`src/sock_pwr_pkg.sv`:
```
// Shared constants for socket detect and power switch control
package sock_pwr_pkg;
	localparam int unsigned CLK_HZ            = 40000000;
	localparam int unsigned DEBOUNCE_MS       = 50;
	localparam int unsigned DEBOUNCE_CYCLES   = CLK_HZ / 1000 * DEBOUNCE_MS;
	localparam int unsigned OSC_HZ            = 16000;
	localparam int unsigned OSC_HALF_CYCLES   = CLK_HZ / (2 * OSC_HZ);
	localparam int unsigned CTRL_BITS         = 11;
	// Register byte offsets
	localparam logic [7:0] CTRL_OFF           = 8'h00;
	localparam logic [7:0] STATUS_OFF         = 8'h04;
	localparam logic [7:0] IRQ_STAT_OFF       = 8'h08;
	localparam logic [7:0] IRQ_EN_OFF         = 8'h0c;
	localparam logic [7:0] IRQ_CLR_OFF        = 8'h10;
	localparam logic [7:0] SOCK_A_OFF         = 8'h14;
	localparam logic [7:0] SOCK_B_OFF         = 8'h18;
	// Control register fields
	localparam int unsigned CTRL_SWSEL_BIT    = 10;
	localparam int unsigned CTRL_SHUTDOWN_BIT = 0;
	localparam int unsigned CTRL_PWR_A_BIT    = 1;
	localparam int unsigned CTRL_PWR_B_BIT    = 2;
	localparam logic [31:0] CTRL_RESET        = 32'h0000_0001;
	// Socket request field: [2:0] programming code, [4:3] supply code, [5] card is CardBus,
	// [6] 1.8 V core card
	localparam logic [31:0] SOCK_RESET        = 32'h0000_0000;
	localparam int unsigned SOCK_CB_BIT       = 5;
	localparam int unsigned SOCK_LV_BIT       = 6;
	// Interrupt status bits
	localparam int unsigned IRQ_INS_A         = 0;
	localparam int unsigned IRQ_REM_A         = 1;
	localparam int unsigned IRQ_INS_B         = 2;
	localparam int unsigned IRQ_REM_B         = 3;
	localparam int unsigned IRQ_W             = 4;
	localparam logic [1:0] RESP_OKAY          = 2'b00;
	localparam logic [1:0] RESP_SLVERR        = 2'b10;
	typedef enum logic [1:0] {SOCK_EMPTY, SOCK_PRESENT_OFF, SOCK_PRESENT_ON} sock_state_t;
endpackage

```
`src/socket_detect_power_switch_ctrl.sv`:
```
// Socket detect, power state machines, switch encoder and serial link
//
// Operation
// - A low level on sdmmc_detect_n means a card sits in the SD/MMC socket.
// - A low level on flash2_detect_n means a card sits in the second flash socket.
// - An insertion is accepted only after the detect input has stayed low for about 50 ms.
// - A removal is accepted at once, with no debounce.
// - The SD/MMC socket has a three-state machine: empty/off, present/off, present/on.
// - The second socket has its own machine with the same three states.
// - The eleven switch control bits go out over a three-pin serial link.
// - switch_type_select picks the voltage flag only; the word is sent unchanged for both types; after reset the first switch type is used.
// - First type programming code: 00x 0 V, 010 3.3 V, 011 5 V, 10x/110 Hi-Z, 111 1.8 V.
// - Supply code on D3,D2 (B on D6,D7): 00 0 V, 01 3.3 V, 10 5 V, 11 0 V.
// - Second type programming code: 00x 0 V, 010 3.3 V, 011 5 V, 10x 12 V, 11x Hi-Z.
// - D8 is an active-low shutdown that floats every socket supply when 0.
// - A free-running 16 kHz tick paces power-up, power-down and the serial link.
// - The status-change pin pulls up for a 16-bit card and down for a CardBus card.
// - A 1.8 V core CardBus card sets the 3.3 V flag when select is 0, else the X.X V flag.
//
// Decided for this implementation: the placing of the registers and the AXI4-Lite register port.
`timescale 1ns/1ps
module socket_detect_power_switch_ctrl
	import sock_pwr_pkg::*;
#(
	parameter int unsigned DEBOUNCE_CNT = DEBOUNCE_CYCLES,
	parameter int unsigned OSC_HALF     = OSC_HALF_CYCLES
)(
	input  wire logic        clk_i,
	input  wire logic        rst_n_i,
	input  wire logic        sdmmc_detect_n_i,
	input  wire logic        flash2_detect_n_i,
	input  wire logic [7:0]  s_axi_awaddr_i,
	input  wire logic        s_axi_awvalid_i,
	output logic             s_axi_awready_o,
	input  wire logic [31:0] s_axi_wdata_i,
	input  wire logic [3:0]  s_axi_wstrb_i,
	input  wire logic        s_axi_wvalid_i,
	output logic             s_axi_wready_o,
	output logic [1:0]       s_axi_bresp_o,
	output logic             s_axi_bvalid_o,
	input  wire logic        s_axi_bready_i,
	input  wire logic [7:0]  s_axi_araddr_i,
	input  wire logic        s_axi_arvalid_i,
	output logic             s_axi_arready_o,
	output logic [31:0]      s_axi_rdata_o,
	output logic [1:0]       s_axi_rresp_o,
	output logic             s_axi_rvalid_o,
	input  wire logic        s_axi_rready_i,
	output logic             sw_clock_o,
	output logic             sw_data_o,
	output logic             sw_latch_o,
	output logic             status_change_pullup_o,
	output logic             status_change_pulldown_o,
	output logic             low_volt_card_flag_o,
	output logic             xx_volt_card_flag_o,
	output logic             irq_o
);
	// Tick counter is 16 bits wide, so a full tick period must fit in it
	if (DEBOUNCE_CNT < 1 || OSC_HALF < 2 || OSC_HALF > 32768)
	begin : g_bad_param
		$error("Counts out of range");
	end

	////////////////////////////////////////////////////////////////////////
	// Reset release and input synchronisers
	logic       rst_s1_reg;
	logic       rst_n;
	logic [1:0] det_s1_reg;
	logic [1:0] det_s2_reg;

	always_ff @(posedge clk_i or negedge rst_n_i)
	begin
		if (!rst_n_i)
		begin
			rst_s1_reg <= 1'b0;
			rst_n      <= 1'b0;
		end
		else
		begin
			rst_s1_reg <= 1'b1;
			rst_n      <= rst_s1_reg;
		end
	end

	always_ff @(posedge clk_i or negedge rst_n)
	begin
		if (!rst_n)
		begin
			det_s1_reg <= 2'b11;
			det_s2_reg <= 2'b11;
		end
		else
		begin
			det_s1_reg <= {flash2_detect_n_i, sdmmc_detect_n_i};
			det_s2_reg <= det_s1_reg;
		end
	end

	////////////////////////////////////////////////////////////////////////
	// Internal 16 kHz tick, free running
	logic [15:0] osc_cnt_reg;
	logic        osc_tick;

	assign osc_tick = (osc_cnt_reg == 16'(OSC_HALF * 2 - 1));

	always_ff @(posedge clk_i or negedge rst_n)
	begin
		if (!rst_n)
			osc_cnt_reg <= 16'h0000;
		else if (osc_tick)
			osc_cnt_reg <= 16'h0000;
		else
			osc_cnt_reg <= osc_cnt_reg + 16'h0001;
	end

	////////////////////////////////////////////////////////////////////////
	// Registers
	logic [31:0]       ctrl_reg;
	logic [31:0]       sock_a_reg;
	logic [31:0]       sock_b_reg;
	logic [IRQ_W-1:0]  irq_stat_reg;
	logic [IRQ_W-1:0]  irq_en_reg;
	logic [1:0]        present;
	sock_state_t       state_reg [2];
	logic [IRQ_W-1:0]  irq_set;
	logic [IRQ_W-1:0]  irq_clr;
	logic              swsel;

	assign swsel = ctrl_reg[CTRL_SWSEL_BIT];

	////////////////////////////////////////////////////////////////////////
	// Debounce and per-socket state machines
	logic [31:0] deb_cnt_reg [2];
	logic [1:0]  ins_evt;
	logic [1:0]  rem_evt;

	for (genvar s = 0; s < 2; s++)
	begin : g_sock
		logic pwr_req;
		assign pwr_req = ctrl_reg[s == 0 ? CTRL_PWR_A_BIT : CTRL_PWR_B_BIT];
		// Low level means inserted; removal bypasses the filter
		assign rem_evt[s] = present[s] && det_s2_reg[s];
		assign ins_evt[s] = !present[s] && deb_cnt_reg[s] == DEBOUNCE_CNT - 1;

		always_ff @(posedge clk_i or negedge rst_n)
		begin
			if (!rst_n)
				deb_cnt_reg[s] <= 32'h0000_0000;
			else if (det_s2_reg[s] || present[s])
				deb_cnt_reg[s] <= 32'h0000_0000;
			else
				deb_cnt_reg[s] <= deb_cnt_reg[s] + 32'h0000_0001;
		end

		always_ff @(posedge clk_i or negedge rst_n)
		begin
			if (!rst_n)
				state_reg[s] <= SOCK_EMPTY;
			else
			begin
				case (state_reg[s])
					SOCK_EMPTY:
						if (ins_evt[s])
							state_reg[s] <= SOCK_PRESENT_OFF;
					SOCK_PRESENT_OFF:
						if (rem_evt[s])
							state_reg[s] <= SOCK_EMPTY;
						else if (pwr_req && osc_tick)
							state_reg[s] <= SOCK_PRESENT_ON;
					SOCK_PRESENT_ON:
						if (rem_evt[s])
							state_reg[s] <= SOCK_EMPTY;
						else if (!pwr_req && osc_tick)
							state_reg[s] <= SOCK_PRESENT_OFF;
					default:
						state_reg[s] <= SOCK_EMPTY;
				endcase
			end
		end
		assign present[s] = state_reg[s] != SOCK_EMPTY;
	end

	assign irq_set = {rem_evt[1], ins_evt[1], rem_evt[0], ins_evt[0]};

	////////////////////////////////////////////////////////////////////////
	// AXI4-Lite slave
	logic        aw_held_reg;
	logic        w_held_reg;
	logic [7:0]  awaddr_reg;
	logic [31:0] wdata_reg;
	logic [3:0]  wstrb_reg;
	logic        do_write;
	logic [31:0] rd_val;
	logic        rd_ok;

	assign do_write = aw_held_reg && w_held_reg && !s_axi_bvalid_o;

	always_ff @(posedge clk_i or negedge rst_n)
	begin
		if (!rst_n)
		begin
			aw_held_reg     <= 1'b0;
			w_held_reg      <= 1'b0;
			awaddr_reg      <= 8'h00;
			wdata_reg       <= 32'h0000_0000;
			wstrb_reg       <= 4'h0;
			s_axi_awready_o <= 1'b0;
			s_axi_wready_o  <= 1'b0;
			s_axi_bvalid_o  <= 1'b0;
			s_axi_bresp_o   <= RESP_OKAY;
		end
		else
		begin
			s_axi_awready_o <= !aw_held_reg && !s_axi_awready_o;
			s_axi_wready_o  <= !w_held_reg && !s_axi_wready_o;
			if (s_axi_awvalid_i && s_axi_awready_o)
			begin
				aw_held_reg     <= 1'b1;
				awaddr_reg      <= s_axi_awaddr_i;
				s_axi_awready_o <= 1'b0;
			end
			if (s_axi_wvalid_i && s_axi_wready_o)
			begin
				w_held_reg     <= 1'b1;
				wdata_reg      <= s_axi_wdata_i;
				wstrb_reg      <= s_axi_wstrb_i;
				s_axi_wready_o <= 1'b0;
			end
			if (do_write)
			begin
				s_axi_bvalid_o <= 1'b1;
				s_axi_bresp_o  <= (awaddr_reg == CTRL_OFF || awaddr_reg == IRQ_EN_OFF ||
					awaddr_reg == IRQ_CLR_OFF || awaddr_reg == SOCK_A_OFF ||
					awaddr_reg == SOCK_B_OFF) ? RESP_OKAY : RESP_SLVERR;
			end
			if (s_axi_bvalid_o && s_axi_bready_i)
			begin
				s_axi_bvalid_o <= 1'b0;
				aw_held_reg    <= 1'b0;
				w_held_reg     <= 1'b0;
			end
		end
	end

	function automatic logic [31:0] merge(input logic [31:0] old, input logic [31:0] nw, input logic [3:0] be);
		logic [31:0] r;
		r = old;
		for (int i = 0; i < 4; i++)
			if (be[i])
				r[i*8 +: 8] = nw[i*8 +: 8];
		return r;
	endfunction

	always_ff @(posedge clk_i or negedge rst_n)
	begin
		if (!rst_n)
		begin
			ctrl_reg   <= CTRL_RESET;
			sock_a_reg <= SOCK_RESET;
			sock_b_reg <= SOCK_RESET;
			irq_en_reg <= '0;
		end
		else if (do_write)
		begin
			if (awaddr_reg == CTRL_OFF)
				ctrl_reg <= merge(ctrl_reg, wdata_reg, wstrb_reg);
			if (awaddr_reg == SOCK_A_OFF)
				sock_a_reg <= merge(sock_a_reg, wdata_reg, wstrb_reg);
			if (awaddr_reg == SOCK_B_OFF)
				sock_b_reg <= merge(sock_b_reg, wdata_reg, wstrb_reg);
			if (awaddr_reg == IRQ_EN_OFF && wstrb_reg[0])
				irq_en_reg <= wdata_reg[IRQ_W-1:0];
		end
	end

	assign irq_clr = (do_write && awaddr_reg == IRQ_CLR_OFF && wstrb_reg[0]) ? wdata_reg[IRQ_W-1:0] : '0;

	// Set wins over a clear in the same cycle
	always_ff @(posedge clk_i or negedge rst_n)
	begin
		if (!rst_n)
		begin
			irq_stat_reg <= '0;
			irq_o        <= 1'b0;
		end
		else
		begin
			irq_stat_reg <= (irq_stat_reg & ~irq_clr) | irq_set;
			irq_o        <= |(((irq_stat_reg & ~irq_clr) | irq_set) & irq_en_reg);
		end
	end

	always_comb
	begin
		rd_ok  = 1'b1;
		rd_val = 32'h0000_0000;
		case (s_axi_araddr_i)
			CTRL_OFF:     rd_val = ctrl_reg;
			STATUS_OFF:   rd_val = {26'h0, state_reg[1], state_reg[0], present};
			IRQ_STAT_OFF: rd_val = {28'h0, irq_stat_reg};
			IRQ_EN_OFF:   rd_val = {28'h0, irq_en_reg};
			IRQ_CLR_OFF:  rd_val = 32'h0000_0000;
			SOCK_A_OFF:   rd_val = sock_a_reg;
			SOCK_B_OFF:   rd_val = sock_b_reg;
			default:      rd_ok = 1'b0;
		endcase
	end

	always_ff @(posedge clk_i or negedge rst_n)
	begin
		if (!rst_n)
		begin
			s_axi_arready_o <= 1'b0;
			s_axi_rvalid_o  <= 1'b0;
			s_axi_rdata_o   <= 32'h0000_0000;
			s_axi_rresp_o   <= RESP_OKAY;
		end
		else
		begin
			s_axi_arready_o <= !s_axi_rvalid_o && !s_axi_arready_o;
			if (s_axi_arvalid_i && s_axi_arready_o)
			begin
				s_axi_arready_o <= 1'b0;
				s_axi_rvalid_o  <= 1'b1;
				s_axi_rdata_o   <= rd_val;
				s_axi_rresp_o   <= rd_ok ? RESP_OKAY : RESP_SLVERR;
			end
			else if (s_axi_rvalid_o && s_axi_rready_i)
				s_axi_rvalid_o <= 1'b0;
		end
	end

	////////////////////////////////////////////////////////////////////////
	// Switch control word encoding
	logic [CTRL_BITS-1:0] ctrl_word;
	logic [2:0]           vpp_a;
	logic [2:0]           vpp_b;
	logic [1:0]           vcc_a;
	logic [1:0]           vcc_b;

	// Unpowered sockets are commanded to 0 V; 1.8 V core code 111 only exists on type 0,
	// on type 1 it falls into the floating 11x group
	always_comb
	begin
		vpp_a = (state_reg[0] == SOCK_PRESENT_ON) ? sock_a_reg[2:0] : 3'h0;
		vcc_a = (state_reg[0] == SOCK_PRESENT_ON) ? sock_a_reg[4:3] : 2'h0;
		vpp_b = (state_reg[1] == SOCK_PRESENT_ON) ? sock_b_reg[2:0] : 3'h0;
		vcc_b = (state_reg[1] == SOCK_PRESENT_ON) ? sock_b_reg[4:3] : 2'h0;
		ctrl_word     = '0;
		ctrl_word[0]  = vpp_a[2];
		ctrl_word[1]  = vpp_a[1];
		ctrl_word[9]  = vpp_a[0];
		ctrl_word[3]  = vcc_a[1];
		ctrl_word[2]  = vcc_a[0];
		ctrl_word[4]  = vpp_b[2];
		ctrl_word[5]  = vpp_b[1];
		ctrl_word[10] = vpp_b[0];
		ctrl_word[6]  = vcc_b[1];
		ctrl_word[7]  = vcc_b[0];
		ctrl_word[8]  = ctrl_reg[CTRL_SHUTDOWN_BIT];
	end

	////////////////////////////////////////////////////////////////////////
	// Three-pin serial shifter, paced by the 16 kHz tick
	logic [CTRL_BITS-1:0] shift_reg;
	logic [3:0]           bit_cnt_reg;
	logic                 busy_reg;
	logic                 phase_reg;

	always_ff @(posedge clk_i or negedge rst_n)
	begin
		if (!rst_n)
		begin
			shift_reg   <= '0;
			bit_cnt_reg <= 4'h0;
			busy_reg    <= 1'b0;
			phase_reg   <= 1'b0;
			sw_clock_o  <= 1'b0;
			sw_data_o   <= 1'b0;
			sw_latch_o  <= 1'b0;
		end
		else if (osc_tick)
		begin
			sw_latch_o <= 1'b0;
			if (!busy_reg)
			begin
				shift_reg   <= ctrl_word;
				busy_reg    <= 1'b1;
				bit_cnt_reg <= 4'h0;
				phase_reg   <= 1'b0;
			end
			else if (!phase_reg)
			begin
				sw_data_o  <= shift_reg[CTRL_BITS-1];
				sw_clock_o <= 1'b0;
				phase_reg  <= 1'b1;
			end
			else
			begin
				sw_clock_o <= 1'b1;
				shift_reg  <= {shift_reg[CTRL_BITS-2:0], 1'b0};
				phase_reg  <= 1'b0;
				if (bit_cnt_reg == 4'(CTRL_BITS - 1))
				begin
					busy_reg   <= 1'b0;
					sw_latch_o <= 1'b1;
				end
				bit_cnt_reg <= bit_cnt_reg + 4'h1;
			end
		end
		else if (sw_clock_o && !phase_reg)
			sw_clock_o <= 1'b0;
	end

	////////////////////////////////////////////////////////////////////////
	// Status-change pull selection and low-voltage card flags
	always_ff @(posedge clk_i or negedge rst_n)
	begin
		if (!rst_n)
		begin
			status_change_pullup_o   <= 1'b0;
			status_change_pulldown_o <= 1'b0;
			low_volt_card_flag_o     <= 1'b0;
			xx_volt_card_flag_o      <= 1'b0;
		end
		else
		begin
			status_change_pullup_o   <= present[0] && !sock_a_reg[SOCK_CB_BIT];
			status_change_pulldown_o <= present[0] && sock_a_reg[SOCK_CB_BIT];
			low_volt_card_flag_o     <= present[0] && sock_a_reg[SOCK_CB_BIT] &&
				sock_a_reg[SOCK_LV_BIT] && !swsel;
			xx_volt_card_flag_o      <= present[0] && sock_a_reg[SOCK_CB_BIT] &&
				sock_a_reg[SOCK_LV_BIT] && swsel;
		end
	end
endmodule

```
`config.mk`:
```
export PLATFORM = sky130hd
export DESIGN_NAME = socket_detect_power_switch_ctrl
export DESIGN_NICKNAME = d
export VERILOG_FILES = /design/src/sock_pwr_pkg.sv /design/src/socket_detect_power_switch_ctrl.sv
export SDC_FILE = /design/constraint.sdc
export NUM_CORES = 1
export LEC_CHECK = 0
export BUFFER_PORTS_ARGS = -buffer_cell sky130_fd_sc_hd__buf_2
export CORE_MARGIN = 2
export CORE_UTILIZATION = 60
export CTS_CLUSTER_SIZE = 12
export DETAILED_ROUTE_END_ITERATION = 8
export PLACE_DENSITY_LB_ADDON = 0.3
export SYNTH_ARGS = -nofsm -noshare
export SYNTH_HDL_FRONTEND = slang
export SYNTH_SLANG_ARGS = --single-unit
export TNS_END_PERCENT = 50
```
`constraint.sdc`:
```
create_clock -name clk_i -period 12.8 [get_ports clk_i]
set_input_delay 1.28 -clock clk_i [delete_from_list [all_inputs] [get_ports clk_i]]
set_output_delay 1.28 -clock clk_i [all_outputs]
set_load 0.05 [all_outputs]
```
# Word level (Yosys, flattened, before mapping)
# Index checks and enable logic that the tools add are counted.
# classes
n_addsub	4
n_eq_ne	26
mux	51
bitwise	5
n_reduce_logical	78
# ops
op	n
one-hot mux 32 bit (6 select lines)	1
adder 32 x 1 -> 32 bit (second input constant)	2
== test 32 x 21 -> 1 bit (second input constant)	2
2-to-1 mux 32 bit	2
== test 8 x 5 -> 1 bit (second input constant)	6
AND reduction 3 bit	15
2-to-1 mux 2 bit	14
logical AND 1 bit	27
== test 8 x 4 -> 1 bit (second input constant)	3
2-to-1 mux 1 bit	24
2-to-1 mux 11 bit	2
adder 16 x 1 -> 16 bit (second input constant)	1
== test 16 x 12 -> 1 bit (second input constant)	1
zero test 8 bit	2
2-to-1 mux 16 bit	1
zero test 1 bit	14
nonzero test 2 bit	7
2-to-1 mux 4 bit	3
inequality test 3 bit (second input constant)	4
one-hot mux 2 bit (3 select lines)	2
AND 4 bit	2
== test 8 x 3 -> 1 bit (second input constant)	1
OR reduction 7 bit	1
logical OR 1 bit	6
other kinds (13)	21
# word_totals
reg_bits	306
inputBits	61
out_inout_bits	49
elab_cells	212

# Depth between registers and ports, before layout
# Gate-level depths: netlist (run 1).
# depth
ltp_word	10
mapped_depth	7
ltp_nobuf	6

# Least setup slack after synthesis (run 1)
# OpenSTA, ideal clock, no wires.
# synth_timing
path_kind	input port to flip-flop
start	input port s_axi_araddr_i[6]
end	register s_axi_rdata_o[11]
setup_time_ns	0.074
arrival_ns	2.862
required_time_ns	12.726
path_slack_ns	9.864
cell_stages	6
n_path_buf	1
path_cell_list	or4_1 -> or2_4 -> nor3_4 -> o311ai_4 -> buf_6 -> o21ai_2
# synth_between
elab_chain_cells	2
word_cells_on_any_way	7
classes_between	5 x eq/ne; 1 x mux; 1 x reduce/logical
# synth_rtl
element	line_no	source
start: declaration	socket_detect_power_switch_ctrl.sv:42	input wire logic [7:0] s_axi_araddr_i,
== test 8 x 5 -> 1 bit, or another cell as far along	socket_detect_power_switch_ctrl.sv:297	case (s_axi_araddr_i)
one-hot mux 32 bit (6 select lines) *	socket_detect_power_switch_ctrl.sv:297	
end signal: assignment	socket_detect_power_switch_ctrl.sv:325	s_axi_rdata_o <= rd_val;
end: declaration	socket_detect_power_switch_ctrl.sv:45	output logic [31:0] s_axi_rdata_o,
# Every way passes the cells marked *; elsewhere a longest branch is shown, timed or not.
# A chain may end at the register's enable or synchronous reset.

# Final worst setup path (run 1)
# layout_timing
start	input port s_axi_araddr_i[6]
end	register s_axi_rdata_o[25]
# Same word-level chain as after synthesis.

==> impl_metrics.sql, run 1 <==
INSERT INTO impl_metrics (metric_group, metric, value, unit) VALUES
('status', 'status', 'finished, final reports clean', ''),
('worst_setup_path', 'crit_path_end_kind', 'flop', ''),
('timing', 'holdWs', '0.342', 'ns'),
('power', 'power_switching', '0.646', 'mW'),
('synth', 'ys_async_sr_fraction', '100', '%'),
('synth', 'synth-main-ff-cell', 'sky130_fd_sc_hd__dfrtp_1', ''),
('worst_setup_path', 'worst-endpoint-required', '13.22', 'ns'),
('power', 'comb_power_share', '11.2', '%'),
('clock_tree', 'postCtsResizedCells', '0', ''),
('floorplan', 'floorplan_die_width', '152', 'um'),
('detailed_routing', 'wl_met3', '1480', 'um'),
('synth', 'seq_area_frac_synth', '58.1', '%'),
('timing', 'grt_setup_unrepaired', 'no', ''),
('placement', 'port_buffers', '107', ''),
('placement', 'gp_congestion', '0.797', ''),
('timing', 'worstMarginPinSlew', '1.16', 'ns'),
('finish', 'largest_register_ff_count', '64', ''),
('clock_tree', 'ctsHoldBuffers', '0', ''),
('worst_setup_path', 'cp-endpoint', 's_axi_rdata_o[25]$_DFFE_PN0P_', ''),
('global_route', 'grt_antenna_before_repair', '1', ''),
('floorplan', 'fp.coreArea', '21600', 'um2'),
('clock_tree', 'post-cts-setup-buffers', '0', ''),
('synth', 'post_synth_main_area_contributors', 'sky130_fd_sc_hd__dfrtp_1 57%, sky130_fd_sc_hd__mux2_2 13%, sky130_fd_sc_hd__xor2_1 2.9%', ''),
('synth', 'synth_enable_flop_cells', '0', ''),
('clock_tree', 'htree_levels', '2', ''),
('power', 'power.total', '2.41', 'mW'),
('worst_setup_path', 'critPathKind', 'input port to flop', ''),
('floorplan', 'fp-row-count', '54', ''),
('worst_setup_path', 'timing.reg2reg.worst_path_depth', '5', ''),
('detailed_routing', 'detail-route-antenna-nets', '0', ''),
('clock_tree', 'tritoncts', 'done', ''),
('synth', 'syn_avg_cell_area', '12.3', 'um2'),
('power', 'switching_share', '26.8', '%'),
('finish', 'layout-area-overhead-vs-synth', '13.9', '%'),
('worst_setup_path', 'reg2reg_setup_slack', '10.11', 'ns'),
('global_route', 'global_route_wire_length_before_repair', '44900', 'um'),
('clock_tree', 'cts_max_path_buffers', '3', ''),
('clock_tree', 'worst_setup_hold_path_clk_slew', '0.06', 'ns'),
('clock_tree', 'clkSinkCount', '304', ''),
('detailed_routing', 'postRouteWirelength', '28000', 'um'),
('clock_tree', 'cts_buffers', '34', ''),
('power', 'pwr_density_cell', '162', 'nW/um2'),
('finish', 'fin_nets', '1235', ''),
('synth', 'ys_warnings', '0', ''),
('floorplan', 'num_io_pins', '110', ''),
('worst_setup_path', 'crit-reg2reg-launch', 'awaddr_reg[5]$_DFFE_PN0P_', ''),
('synth', 'yosys.area.top_type_share', '57.1', '%'),
('timing', 'final_period_minus_worst_setup_slack', '3.31', 'ns'),
('synth', 'cell_count_after_synthesis', '1065', ''),
('global_route', 'grt.overflow.total', '0', ''),
('timing', 'total_count_of_max_transition_violations_in_the_final_report', '0', ''),
('clock_tree', 'insertion_delay', '0.50', 'ns'),
('job', 'maxCapViolCount', '0', ''),
('global_route', 'pin_count_of_the_biggest_net_entering_global_routing', '181', ''),
('synth', 'syn-cell-area', '13100', 'um2'),
('finish', 'final_layout_size_suffix_gt1_share', '29.2', '%'),
('timing', 'achievable_clock_frequency', '303', 'MHz'),
('detailed_routing', 'initialDrtViolationCount', '664', ''),
('power', 'share_clk_of_total_power', '38.4', '%'),
('timing', 'setup_tns_final', '0', 'ns'),
('floorplan', 'dieHeight', '152', 'um'),
('detailed_routing', 'avgRoutedWirePerCell', '19.0', 'um'),
('worst_setup_path', 'critPathArrivalTime', '3.72', 'ns'),
('detailed_routing', 'topRoutingLayerUsed', 'met4', ''),
('worst_setup_path', 'r2r_end', 'ctrl_reg[9]$_DFFE_PN0P_', ''),
('synth', 'library_cells_used_by_synthesis', '56', ''),
('worst_setup_path', 'path_max_fanout', '26', ''),
('timing', 'timing.final.crit_share', '25.8', '%'),
('detailed_routing', 'vias', '8909', ''),
('synth', 'count_of_state_elements_after_synthesis', '304', ''),
('synth', 'synth_top_area_cell', 'sky130_fd_sc_hd__dfrtp_1', '');
==> worst max-delay path: stages <==
cell                       delay (ns)
sky130_fd_sc_hd__buf_2           0.09
sky130_fd_sc_hd__or4_1           0.60
sky130_fd_sc_hd__or3_4           0.40
sky130_fd_sc_hd__nor3_4          0.89
sky130_fd_sc_hd__a222oi_1        0.24
sky130_fd_sc_hd__o21ai_2         0.21
==> power by group through the flow <==
stage          Combinational [mW]  Clock, mW  Sequential [mW]
4_1_cts                     0.275      0.939             1.21
3_3_place_gp                0.262          0             1.22
5_1_grt                     0.296      0.979             1.23
3_5_place_dp                0.273          0             1.23
2_1_floorplan               0.169          0             1.22
6_report                    0.271      0.925             1.21
==> synthesized netlist by cell type, drive strengths merged, types with 3 or more instances <==
| cell type | count |
|---|---|
| or3 | 5 |
| nand2b | 3 |
| nor4 | 9 |
| xnor2 | 29 |
| mux2 | 147 |
| a21o | 5 |
| mux4 | 4 |
| inv | 13 |
| nor4b | 4 |
| nor2 | 91 |
| and3 | 19 |
| nand3 | 38 |
| and2 | 9 |
| nand2 | 71 |
| dfrtp | 299 |
| buf | 12 |
| and4 | 16 |
| a22oi | 10 |
| a222oi | 30 |
| a21oi | 22 |
| nor2b | 8 |
| or2 | 3 |
| ha | 5 |
| a22o | 4 |
| clkbuf | 35 |
| dfstp | 5 |
| nor3 | 21 |
| nand4 | 33 |
| nor3b | 3 |
| xor2 | 44 |
| o21ai | 41 |
==> layout by cell type, fill, tap and decap left out, drive strengths merged, types with 4 or more instances in the layout <==
cell | Yosys | layout
and2 | 9 | 9
or3 | 5 | 5
dfstp | 5 | 5
a22oi | 10 | 10
buf | 12 | 114
nor4b | 4 | 4
nor3 | 21 | 21
nor2b | 8 | 8
clkbuf | 35 | 53
xnor2 | 29 | 29
ha | 5 | 5
and4 | 16 | 16
and3 | 19 | 19
a21o | 5 | 5
mux2 | 147 | 147
inv | 13 | 13
xor2 | 44 | 44
a21oi | 22 | 22
nand4 | 33 | 33
nand2 | 71 | 71
dfrtp | 299 | 299
nor4 | 9 | 9
nor2 | 91 | 91
nand3 | 38 | 38
o21ai | 41 | 41
a22o | 4 | 4
a222oi | 30 | 30
mux4 | 4 | 4
==> worst min-delay path by stage <==
stage	start	end	slack [ns]
after global routing	det_s1_reg[0]$_DFF_PN1_	det_s2_reg[0]$_DFF_PN1_	0.36
after CTS	rst_s1_reg$_DFF_PN0_	rst_n$_DFF_PN0_	0.36
after detailed placement	rst_s1_reg$_DFF_PN0_	rst_n$_DFF_PN0_	0.34
final	rst_n$_DFF_PN0_	wdata_reg[27]$_DFFE_PN0P_	0.34
after global placement	rst_s1_reg$_DFF_PN0_	rst_n$_DFF_PN0_	0.34
after floorplan	rst_s1_reg$_DFF_PN0_	rst_n$_DFF_PN0_	0.33
==> final cells by class <==
type | instances | area (um2)
sequential | 304 | 7620
fill | 1566 | 6700
multi-input combinational | 702 | 5240
clock buffer | 53 | 1050
timing repair buffer | 114 | 601
tap | 280 | 350
inverter | 13 | 48.8
clock inverter | 3 | 15.0
antenna | 1 | 2.50
==> stage by stage <==
step,utilization [%],instances,setup WS [ns],cell area (um2)
final,69.0,1470,9.49,14900
after global routing,69.0,1470,9.41,14900
after CTS,69.0,1469,9.49,14900
after detailed placement,64.1,1413,8.96,13900
after global placement,64.1,1413,9.10,13900
after floorplan,-,1066,3.71,13100
==> per-layer routing <==
| metal | vias up | global-route usage (%) |
|---|---|---|
| li1 | 4073 | - |
| met1 | 4516 | 35.5 |
| met2 | 269 | 39.5 |
| met3 | 51 | 3.32 |
| met4 | 0 | 7.55 |
| met5 | - | 0 |
==> kinds of logic (layout without fill, tap and decap cells) <==
| family | Yosys count | in the layout | share of synthesized area [%] |
|---|---|---|---|
| adders and majority gates | 5 | 5 | 0.478 |
| muxes | 153 | 153 | 13.5 |
| xor gates and xnor gates | 73 | 73 | 4.88 |
| AOI/OAI and AO/OA | 126 | 126 | 7.41 |
| DFF | 304 | 304 | 58.1 |
| buffers and inverters | 60 | 183 | 1.97 |
| other | 2 | 4 | 0.0573 |
| and+or+nand+nor | 342 | 342 | 13.6 |
(Power assumes the default switching activity.)
==> run 2, diff against run 1 <==
- clock period: 12.8 -> 3.4 ns (I/O delays scaled with it)
==> run 2 against run 1 <==
Wire length decreased by 1.6%; die area stayed put; clock power increased to 3.9 times the previous value; clock skew increased by 0.0048 ns; non-clock buffer count rose by 11; sequential power grew to 3.8 times the previous value; largest power group unchanged; highest routed layer unchanged.
==> impl_metrics.sql, run 2 (synthesis gave the netlist of run 1 again) <==
INSERT INTO impl_metrics (metric_group, metric, value, unit) VALUES
('timing', 'total_count_of_max_transition_violations_in_the_final_report', '0', ''),
('placement', 'number_of_cells_in_the_design_after_placement', '1421', ''),
('finish', 'area_used_by_sequential_logic_in_the_layout', '7620', 'um2'),
('placement', 'port_buffers', '107', ''),
('clock_tree', 'cts_max_path_buffers', '3', ''),
('detailed_routing', 'detail_route.vias_per_cell', '5.97', ''),
('worst_setup_path', 'timing.reg2reg.worst_path_depth', '5', ''),
('worst_setup_path', 'r2r_end', 'ctrl_reg[25]$_DFFE_PN0P_', ''),
('worst_setup_path', 'timing.critical_path.from_type', 'flop', ''),
('timing', 'setup_tns_final', '0', 'ns'),
('global_route', 'grt.overflow.total', '0', ''),
('finish', 'most-common-layout-cells', '298 x sky130_fd_sc_hd__dfrtp_1, 146 x sky130_fd_sc_hd__mux2_2, 107 x sky130_fd_sc_hd__buf_2', ''),
('clock_tree', 'worst_setup_hold_path_clk_slew', '0.06', 'ns'),
('floorplan', 'num_io_pins', '110', ''),
('timing', 'timing.final.crit_share', '72.3', '%'),
('power', 'peakVddDrop', '0.000549', 'V'),
('floorplan', 'dieHeight', '152', 'um'),
('detailed_routing', 'initialDrtViolationCount', '481', ''),
('worst_setup_path', 'crit-reg2reg-launch', 'awaddr_reg[0]$_DFFE_PN0P_', ''),
('detailed_routing', 'avgRoutedWirePerCell', '18.6', 'um'),
('worst_setup_path', 'timing.critical_path.slowest_stage_cell', 'sky130_fd_sc_hd__nor3_1', ''),
('global_route', 'first_global_vias', '8785', ''),
('global_route', 'pin_count_of_the_biggest_net_entering_global_routing', '81', ''),
('floorplan', 'die_area', '23000', 'um2'),
('clock_tree', 'cts_buffers', '34', ''),
('global_route', 'global_route.usage.total', '24.4', '%'),
('status', 'status', 'finished, final reports clean', ''),
('detailed_routing', 'postRouteWirelength', '27500', 'um'),
('clock_tree', 'tritoncts', 'done', ''),
('placement', 'hpwl_after_detailed_placement', '18100', 'um'),
('placement', 'dpl_cell_area', '13900', 'um2'),
('power', 'power_leakage', '7.13', 'nW'),
('timing', 'grt_setup_unrepaired', 'no', ''),
('worst_setup_path', 'crit_path_end_kind', 'flop', ''),
('detailed_routing', 'drt-pass1-iter-count', '8', ''),
('worst_setup_path', 'critPathMaxStageDelay', '0.49', 'ns'),
('clock_tree', 'htree_levels', '2', ''),
('floorplan', 'fp.coreArea', '21600', 'um2'),
('finish', 'finalInstanceArea', '15100', 'um2'),
('detailed_routing', 'drcViolationCount', '0', ''),
('power', 'pwr_density_cell', '611', 'nW/um2'),
('timing', 'final_period_minus_worst_setup_slack', '2.46', 'ns'),
('finish', 'final_common_cell', 'sky130_fd_sc_hd__dfrtp_1', ''),
('worst_setup_path', 'path_max_fanout', '8', ''),
('clock_tree', 'cts_root_buffer_type', 'sky130_fd_sc_hd__clkbuf_16', ''),
('clock_tree', 'clkSinkCount', '304', ''),
('worst_hold_path', 'worst_hold_path_type', 'input port to flop', ''),
('worst_hold_path', 'min_delay_worst_endpoint', 's_axi_rvalid_o$_DFFE_PN0P_', ''),
('placement', 'gp_congestion', '0.799', ''),
('global_route', 'global_route_wire_length_before_repair', '44400', 'um'),
('worst_setup_path', 'critPathArrivalTime', '2.84', 'ns'),
('worst_setup_path', 'worst-endpoint-required', '3.78', 'ns'),
('timing', 'worstMarginPinSlew', '1.13', 'ns'),
('worst_setup_path', 'ordered_list_of_cells_on_the_worst_path', 'nor3_1 -> nand2_1 -> nor3_1 -> nand3_1 -> mux2_2', ''),
('worst_setup_path', 'reg2reg_setup_slack', '0.94', 'ns'),
('clock_tree', 'insertion_delay', '0.51', 'ns'),
('floorplan', 'fp-row-count', '54', ''),
('worst_hold_path', 'hold_wc_startpoint', 's_axi_rready_i', ''),
('job', 'maxCapViolCount', '0', ''),
('global_route', 'grt_antenna_before_repair', '1', ''),
('timing', 'setup_violations', '0', ''),
('floorplan', 'floorplan.initialDensity', '60.6', '%'),
('finish', 'final_layout_size_suffix_gt1_share', '29.7', '%'),
('finish', 'area_of_the_multi_input_gates', '5240', 'um2'),
('finish', 'fill_cells', '1538', ''),
('worst_setup_path', 'worst_path_most_repeated_cell', 'sky130_fd_sc_hd__nor3_1', ''),
('finish', 'fin_nets', '1246', ''),
('detailed_routing', 'vias', '8864', ''),
('timing', 'maxSlewHeadroom', '24.9', '%'),
('worst_setup_path', 'critPathKind', 'flop to flop', ''),
('timing', 'finClkSkew', '0.0159', 'ns'),
('worst_hold_path', 'worstHoldPathCells', '2', ''),
('floorplan', 'floorplan_die_width', '152', 'um'),
('timing', 'finalHoldViolations', '0', ''),
('finish', 'layout-area-overhead-vs-synth', '15.3', '%'),
('finish', 'fin_cells', '1484', ''),
('detailed_routing', 'detail-route-antenna-nets', '0', ''),
('finish', 'largest_register_ff_count', '64', ''),
('clock_tree', 'postCtsResizedCells', '0', ''),
('timing', 'achievable_clock_frequency', '407', 'MHz');
==> run 2: power breakdown <==
| part | internal, mW | switching (mW) | leakage [nW] |
|---|---|---|---|
| sequential | 4.07 | 0.479 | 4.09 |
| combinational | 0.487 | 0.541 | 2.49 |
| clock | 2.28 | 1.37 | 0.555 |
==> run 2: area by class of cell <==
class                           instances  share of cell area, %
Timing Repair Buffer                  125                   4.74
Inverter                               13                  0.323
Clock buffer                           55                   7.04
Clock inverter                          4                  0.464
Tap cell                              280                   2.32
Sequential cell                       304                   50.4
Multi-Input combinational cell        702                   34.7
Antenna cell                            1                 0.0166
==> run 2: worst max path at each step <==
stage / startpoint / endpoint / slack [ns] / cells after the start
floorplan: rst_n$_DFF_PN0_ / aw_held_reg$_DFFE_PN0P_ / 0.38 / 0
global placement: s_axi_araddr_i[6] / s_axi_rdata_o[31]$_DFFE_PN0P_ / 1.03 / 7
detailed placement: s_axi_araddr_i[6] / s_axi_rdata_o[18]$_DFFE_PN0P_ / 0.95 / 7
CTS: awaddr_reg[0]$_DFFE_PN0P_ / ctrl_reg[25]$_DFFE_PN0P_ / 1.01 / 5
global route: awaddr_reg[1]$_DFFE_PN0P_ / ctrl_reg[27]$_DFFE_PN0P_ / 0.78 / 5
finish: awaddr_reg[0]$_DFFE_PN0P_ / ctrl_reg[25]$_DFFE_PN0P_ / 0.94 / 5
==> run 2: metal layers <==
layer | track usage (%) | part of all wire [%] | vias up
met4 | 7.31 | 2.1 | 0
met2 | 39.3 | 48 | 242
li1 | - | - | 4100
met3 | 3.95 | 5.3 | 45
met5 | 0 | 0 | -
met1 | 34.7 | 45 | 4477
==> run 2: timing repair <==
action,in CTS,in global routing
hold endpoints to repair,4,0
hold buffers,3,0
setup buffers,0,0
==> run 2: worst max-delay path: cells and delay by family, from the launching register on <==
kind | cells | cell delay (ns)
and+or+nand+nor | 4 | 1.51
DFF | 1 | 0.40
muxes | 1 | 0.43
==> run 2: stage by stage <==
step / worst slack, ns / hold slack [ns] / power (mW) / util [%]
2_1_floorplan: 0.379 / 0.0444 / 5.22 / -
6_report: 0.941 / 0.0201 / 9.23 / 69.9
4_1_cts: 1.01 / 0.0140 / 9.30 / 69.8
5_1_grt: 0.781 / 0.0369 / 9.61 / 69.8
3_3_place_gp: 1.03 / 0.126 / 5.58 / 64.5
3_5_place_dp: 0.952 / 0.127 / 5.63 / 64.5
==> run 3, diff against run 2 <==
- clock period: 3.4 -> 2.35 ns (I/O delays scaled with it)
==> run 3 against run 2 <==
Critical path depth up 2; critical endpoint is now ctrl_reg[30]$_DFFE_PN0P_; wire length up 2.9%; register-to-register slack worse by 0.68 ns; hold slack worse by 0.014 ns; design area up 4.3%.
==> impl_metrics.sql, run 3 (synthesis gave the netlist of run 1 again) <==
INSERT INTO impl_metrics (metric_group, metric, value, unit) VALUES
('timing', 'achievable_clock_frequency', '478', 'MHz'),
('finish', 'final_common_cell', 'sky130_fd_sc_hd__dfrtp_1', ''),
('global_route', 'grt_most_used_layer', 'met2', ''),
('worst_setup_path', 'critical_path_buf_inv_count', '2', ''),
('clock_tree', 'clkSinkCount', '304', ''),
('clock_tree', 'cts_max_path_buffers', '3', ''),
('floorplan', 'fp.coreArea', '21600', 'um2'),
('detailed_routing', 'detail-route-antenna-nets', '0', ''),
('power', 'power_leakage', '7.45', 'nW'),
('detailed_routing', 'initialDrtViolationCount', '640', ''),
('floorplan', 'fp-row-count', '54', ''),
('detailed_routing', 'postRouteWirelength', '28300', 'um'),
('power', 'power.total', '13.6', 'mW'),
('global_route', 'grtUsageMet1', '35.6', '%'),
('job', 'maxCapViolCount', '0', ''),
('clock_tree', 'htree_levels', '2', ''),
('power', 'pwr_density_cell', '864', 'nW/um2'),
('detailed_routing', 'vias', '9128', ''),
('timing', 'setup_violations', '0', ''),
('worst_setup_path', 'crit_path_end_kind', 'flop', ''),
('timing', 'holdWs', '0.00602', 'ns'),
('finish', 'fill_cells', '1471', ''),
('floorplan', 'num_io_pins', '110', ''),
('worst_setup_path', 'critPathKind', 'flop to flop', ''),
('worst_setup_path', 'setup.worst_path.start', 'awaddr_reg[1]$_DFFE_PN0P_', ''),
('timing', 'finClkSkew', '0.0209', 'ns'),
('finish', 'largest_register_ff_count', '64', ''),
('placement', 'hpwl_after_detailed_placement', '18200', 'um'),
('global_route', 'use_met2', '40.8', '%'),
('global_route', 'grt_antenna_before_repair', '1', ''),
('timing', 'grt_setup_unrepaired', 'no', ''),
('worst_hold_path', 'worst_hold_path_type', 'input port to flop', ''),
('finish', 'final_layout_size_suffix_gt1_share', '29.9', '%'),
('worst_setup_path', 'cp-endpoint', 'ctrl_reg[30]$_DFFE_PN0P_', ''),
('worst_setup_path', 'critPathMaxStageDelay', '0.43', 'ns'),
('timing', 'timing.final.crit_share', '89.0', '%'),
('global_route', 'met3_global_route_usage', '4.73', '%'),
('clock_tree', 'cts_root_buffer_type', 'sky130_fd_sc_hd__clkbuf_16', ''),
('worst_setup_path', 'ordered_list_of_cells_on_the_worst_path', 'nor3_1 -> buf_4 -> nand2_1 -> nor3_1 -> buf_4 -> nand3_1 -> mux2_2', ''),
('clock_tree', 'cts_buffers', '34', ''),
('detailed_routing', 'avgRoutedWirePerCell', '18.3', 'um'),
('worst_setup_path', 'r2r_end', 'ctrl_reg[30]$_DFFE_PN0P_', ''),
('worst_setup_path', 'cpLargestDelayFamily', 'simple AND/OR/NAND/NOR gates', ''),
('timing', 'finalHoldViolations', '0', ''),
('clock_tree', 'insertion_delay', '0.51', 'ns'),
('timing', 'worstMarginPinSlew', '1.07', 'ns'),
('finish', 'area_used_by_sequential_logic_in_the_layout', '7620', 'um2'),
('placement', 'gp_congestion', '0.803', ''),
('placement', 'port_buffers', '107', ''),
('finish', 'finalInstanceArea', '15800', 'um2'),
('placement', 'dpl_cell_area', '14100', 'um2'),
('finish', 'diodes', '0', ''),
('worst_setup_path', 'crit-reg2reg-launch', 'awaddr_reg[1]$_DFFE_PN0P_', ''),
('worst_setup_path', 'reg2reg_setup_slack', '0.26', 'ns'),
('clock_tree', 'worst_setup_hold_path_clk_slew', '0.06', 'ns'),
('finish', 'layout-area-overhead-vs-synth', '20.3', '%'),
('worst_setup_path', 'cp_num_cells', '7', ''),
('global_route', 'grt.overflow.total', '0', ''),
('worst_setup_path', 'critPathArrivalTime', '2.47', 'ns'),
('floorplan', 'die_area', '23000', 'um2'),
('worst_setup_path', 'worst-endpoint-required', '2.73', 'ns'),
('floorplan', 'floorplan_die_width', '152', 'um'),
('worst_setup_path', 'timing.critical_path.from_type', 'flop', ''),
('detailed_routing', 'drt-pass1-iter-count', '5', ''),
('timing', 'total_count_of_max_transition_violations_in_the_final_report', '0', ''),
('power', 'peakVddDrop', '0.000606', 'V'),
('clock_tree', 'tritoncts', 'done', ''),
('global_route', 'pin_count_of_the_biggest_net_entering_global_routing', '107', ''),
('finish', 'fin_nets', '1310', ''),
('global_route', 'global_route.usage.total', '25.3', '%'),
('worst_setup_path', 'path_max_fanout', '8', ''),
('finish', 'fin_util', '72.9', '%'),
('clock_tree', 'post-cts-setup-buffers', '0', ''),
('floorplan', 'floorplan.initialDensity', '60.6', '%'),
('floorplan', 'dieHeight', '152', 'um'),
('detailed_routing', 'drcViolationCount', '0', ''),
('timing', 'final_period_minus_worst_setup_slack', '2.09', 'ns'),
('detailed_routing', 'detail_route.vias_per_cell', '5.90', ''),
('timing', 'maxSlewHeadroom', '28.7', '%'),
('status', 'status', 'finished, final reports clean', ''),
('global_route', 'first_global_vias', '9179', ''),
('worst_setup_path', 'timing.reg2reg.worst_path_depth', '7', ''),
('worst_setup_path', 'timing.critical_path.slowest_stage_cell', 'sky130_fd_sc_hd__dfrtp_1', ''),
('global_route', 'global_route_wire_length_before_repair', '46200', 'um'),
('finish', 'area_of_the_multi_input_gates', '5240', 'um2'),
('finish', 'most-common-layout-cells', '298 x sky130_fd_sc_hd__dfrtp_1, 146 x sky130_fd_sc_hd__mux2_2, 107 x sky130_fd_sc_hd__buf_2', '');
[run 3: cell count changes in the layout (fill, tap and decap cells not counted), sizes merged]
cell | before | now
buf | 122 | 141
clkbuf | 55 | 54
clkinv | 2 | 4
diode | 1 | 0
dlygate4sd3 | 3 | 48
[run 3: how the worst min path moves through the flow]
stage	from	depth (start not counted)	end	slack [ns]
after detailed placement	rst_n_i	1	rst_s1_reg$_DFF_PN0_	0.02
final	s_axi_wdata_i[2]	2	wdata_reg[2]$_DFFE_PN0P_	0.006
after global routing	s_axi_wdata_i[2]	2	wdata_reg[2]$_DFFE_PN0P_	0.004
after floorplan	rst_n_i	0	rst_s1_reg$_DFF_PN0_	-0.06
after CTS	s_axi_wdata_i[2]	2	wdata_reg[2]$_DFFE_PN0P_	0.002
after global placement	rst_n_i	1	rst_s1_reg$_DFF_PN0_	0.02
[run 3: per-stage QoR]
stage                     cells  setup slack, ns  setup TNS, ns
final                      1548            0.260              0
after global routing       1548            0.134              0
after CTS                  1548            0.279              0
after detailed placement   1440            0.247              0
after global placement     1440            0.284              0
after floorplan            1066           -0.671        -199.16
[run 3: cell type report]
cell class                 count  area share [%]
timing repair buffer         189            8.62
tap                          280            2.22
clock buffer                  54            6.79
multi-input combinational    702            33.2
clock inverter                 6           0.508
sequential                   304            48.3
inverter                      13           0.310
[run 3: repair_timing]
item                                   CTS  global route
gates resized for setup                  0             0
endpoints found under the hold margin   51             0
hold buffers                            48             0
[run 3: per-layer routing]
metal,share of wire [%],vias to the layer above,wire length (um)
met1,44,4628,12600
met4,1.7,2,491
met3,5.2,49,1470
li1,-,4215,-
met5,0.039,-,11
met2,49,234,13800
[run 3: worst reg2reg max path: cells and delay by family (launching register included)]
family | cells | cell delay, ns
and+or+nand+nor | 4 | 0.80
muxes | 1 | 0.44
buffers and inverters | 2 | 0.32
DFF | 1 | 0.43
[run 3: report_power, final]
group | internal [mW] | switching [mW] | leakage (nW) | total (mW)
logic | 0.789 | 0.831 | 2.79 | 1.62
registers | 5.89 | 0.713 | 4.09 | 6.60
clock network | 3.34 | 2.05 | 0.568 | 5.39
total | 10.0 | 3.60 | 7.45 | 13.6
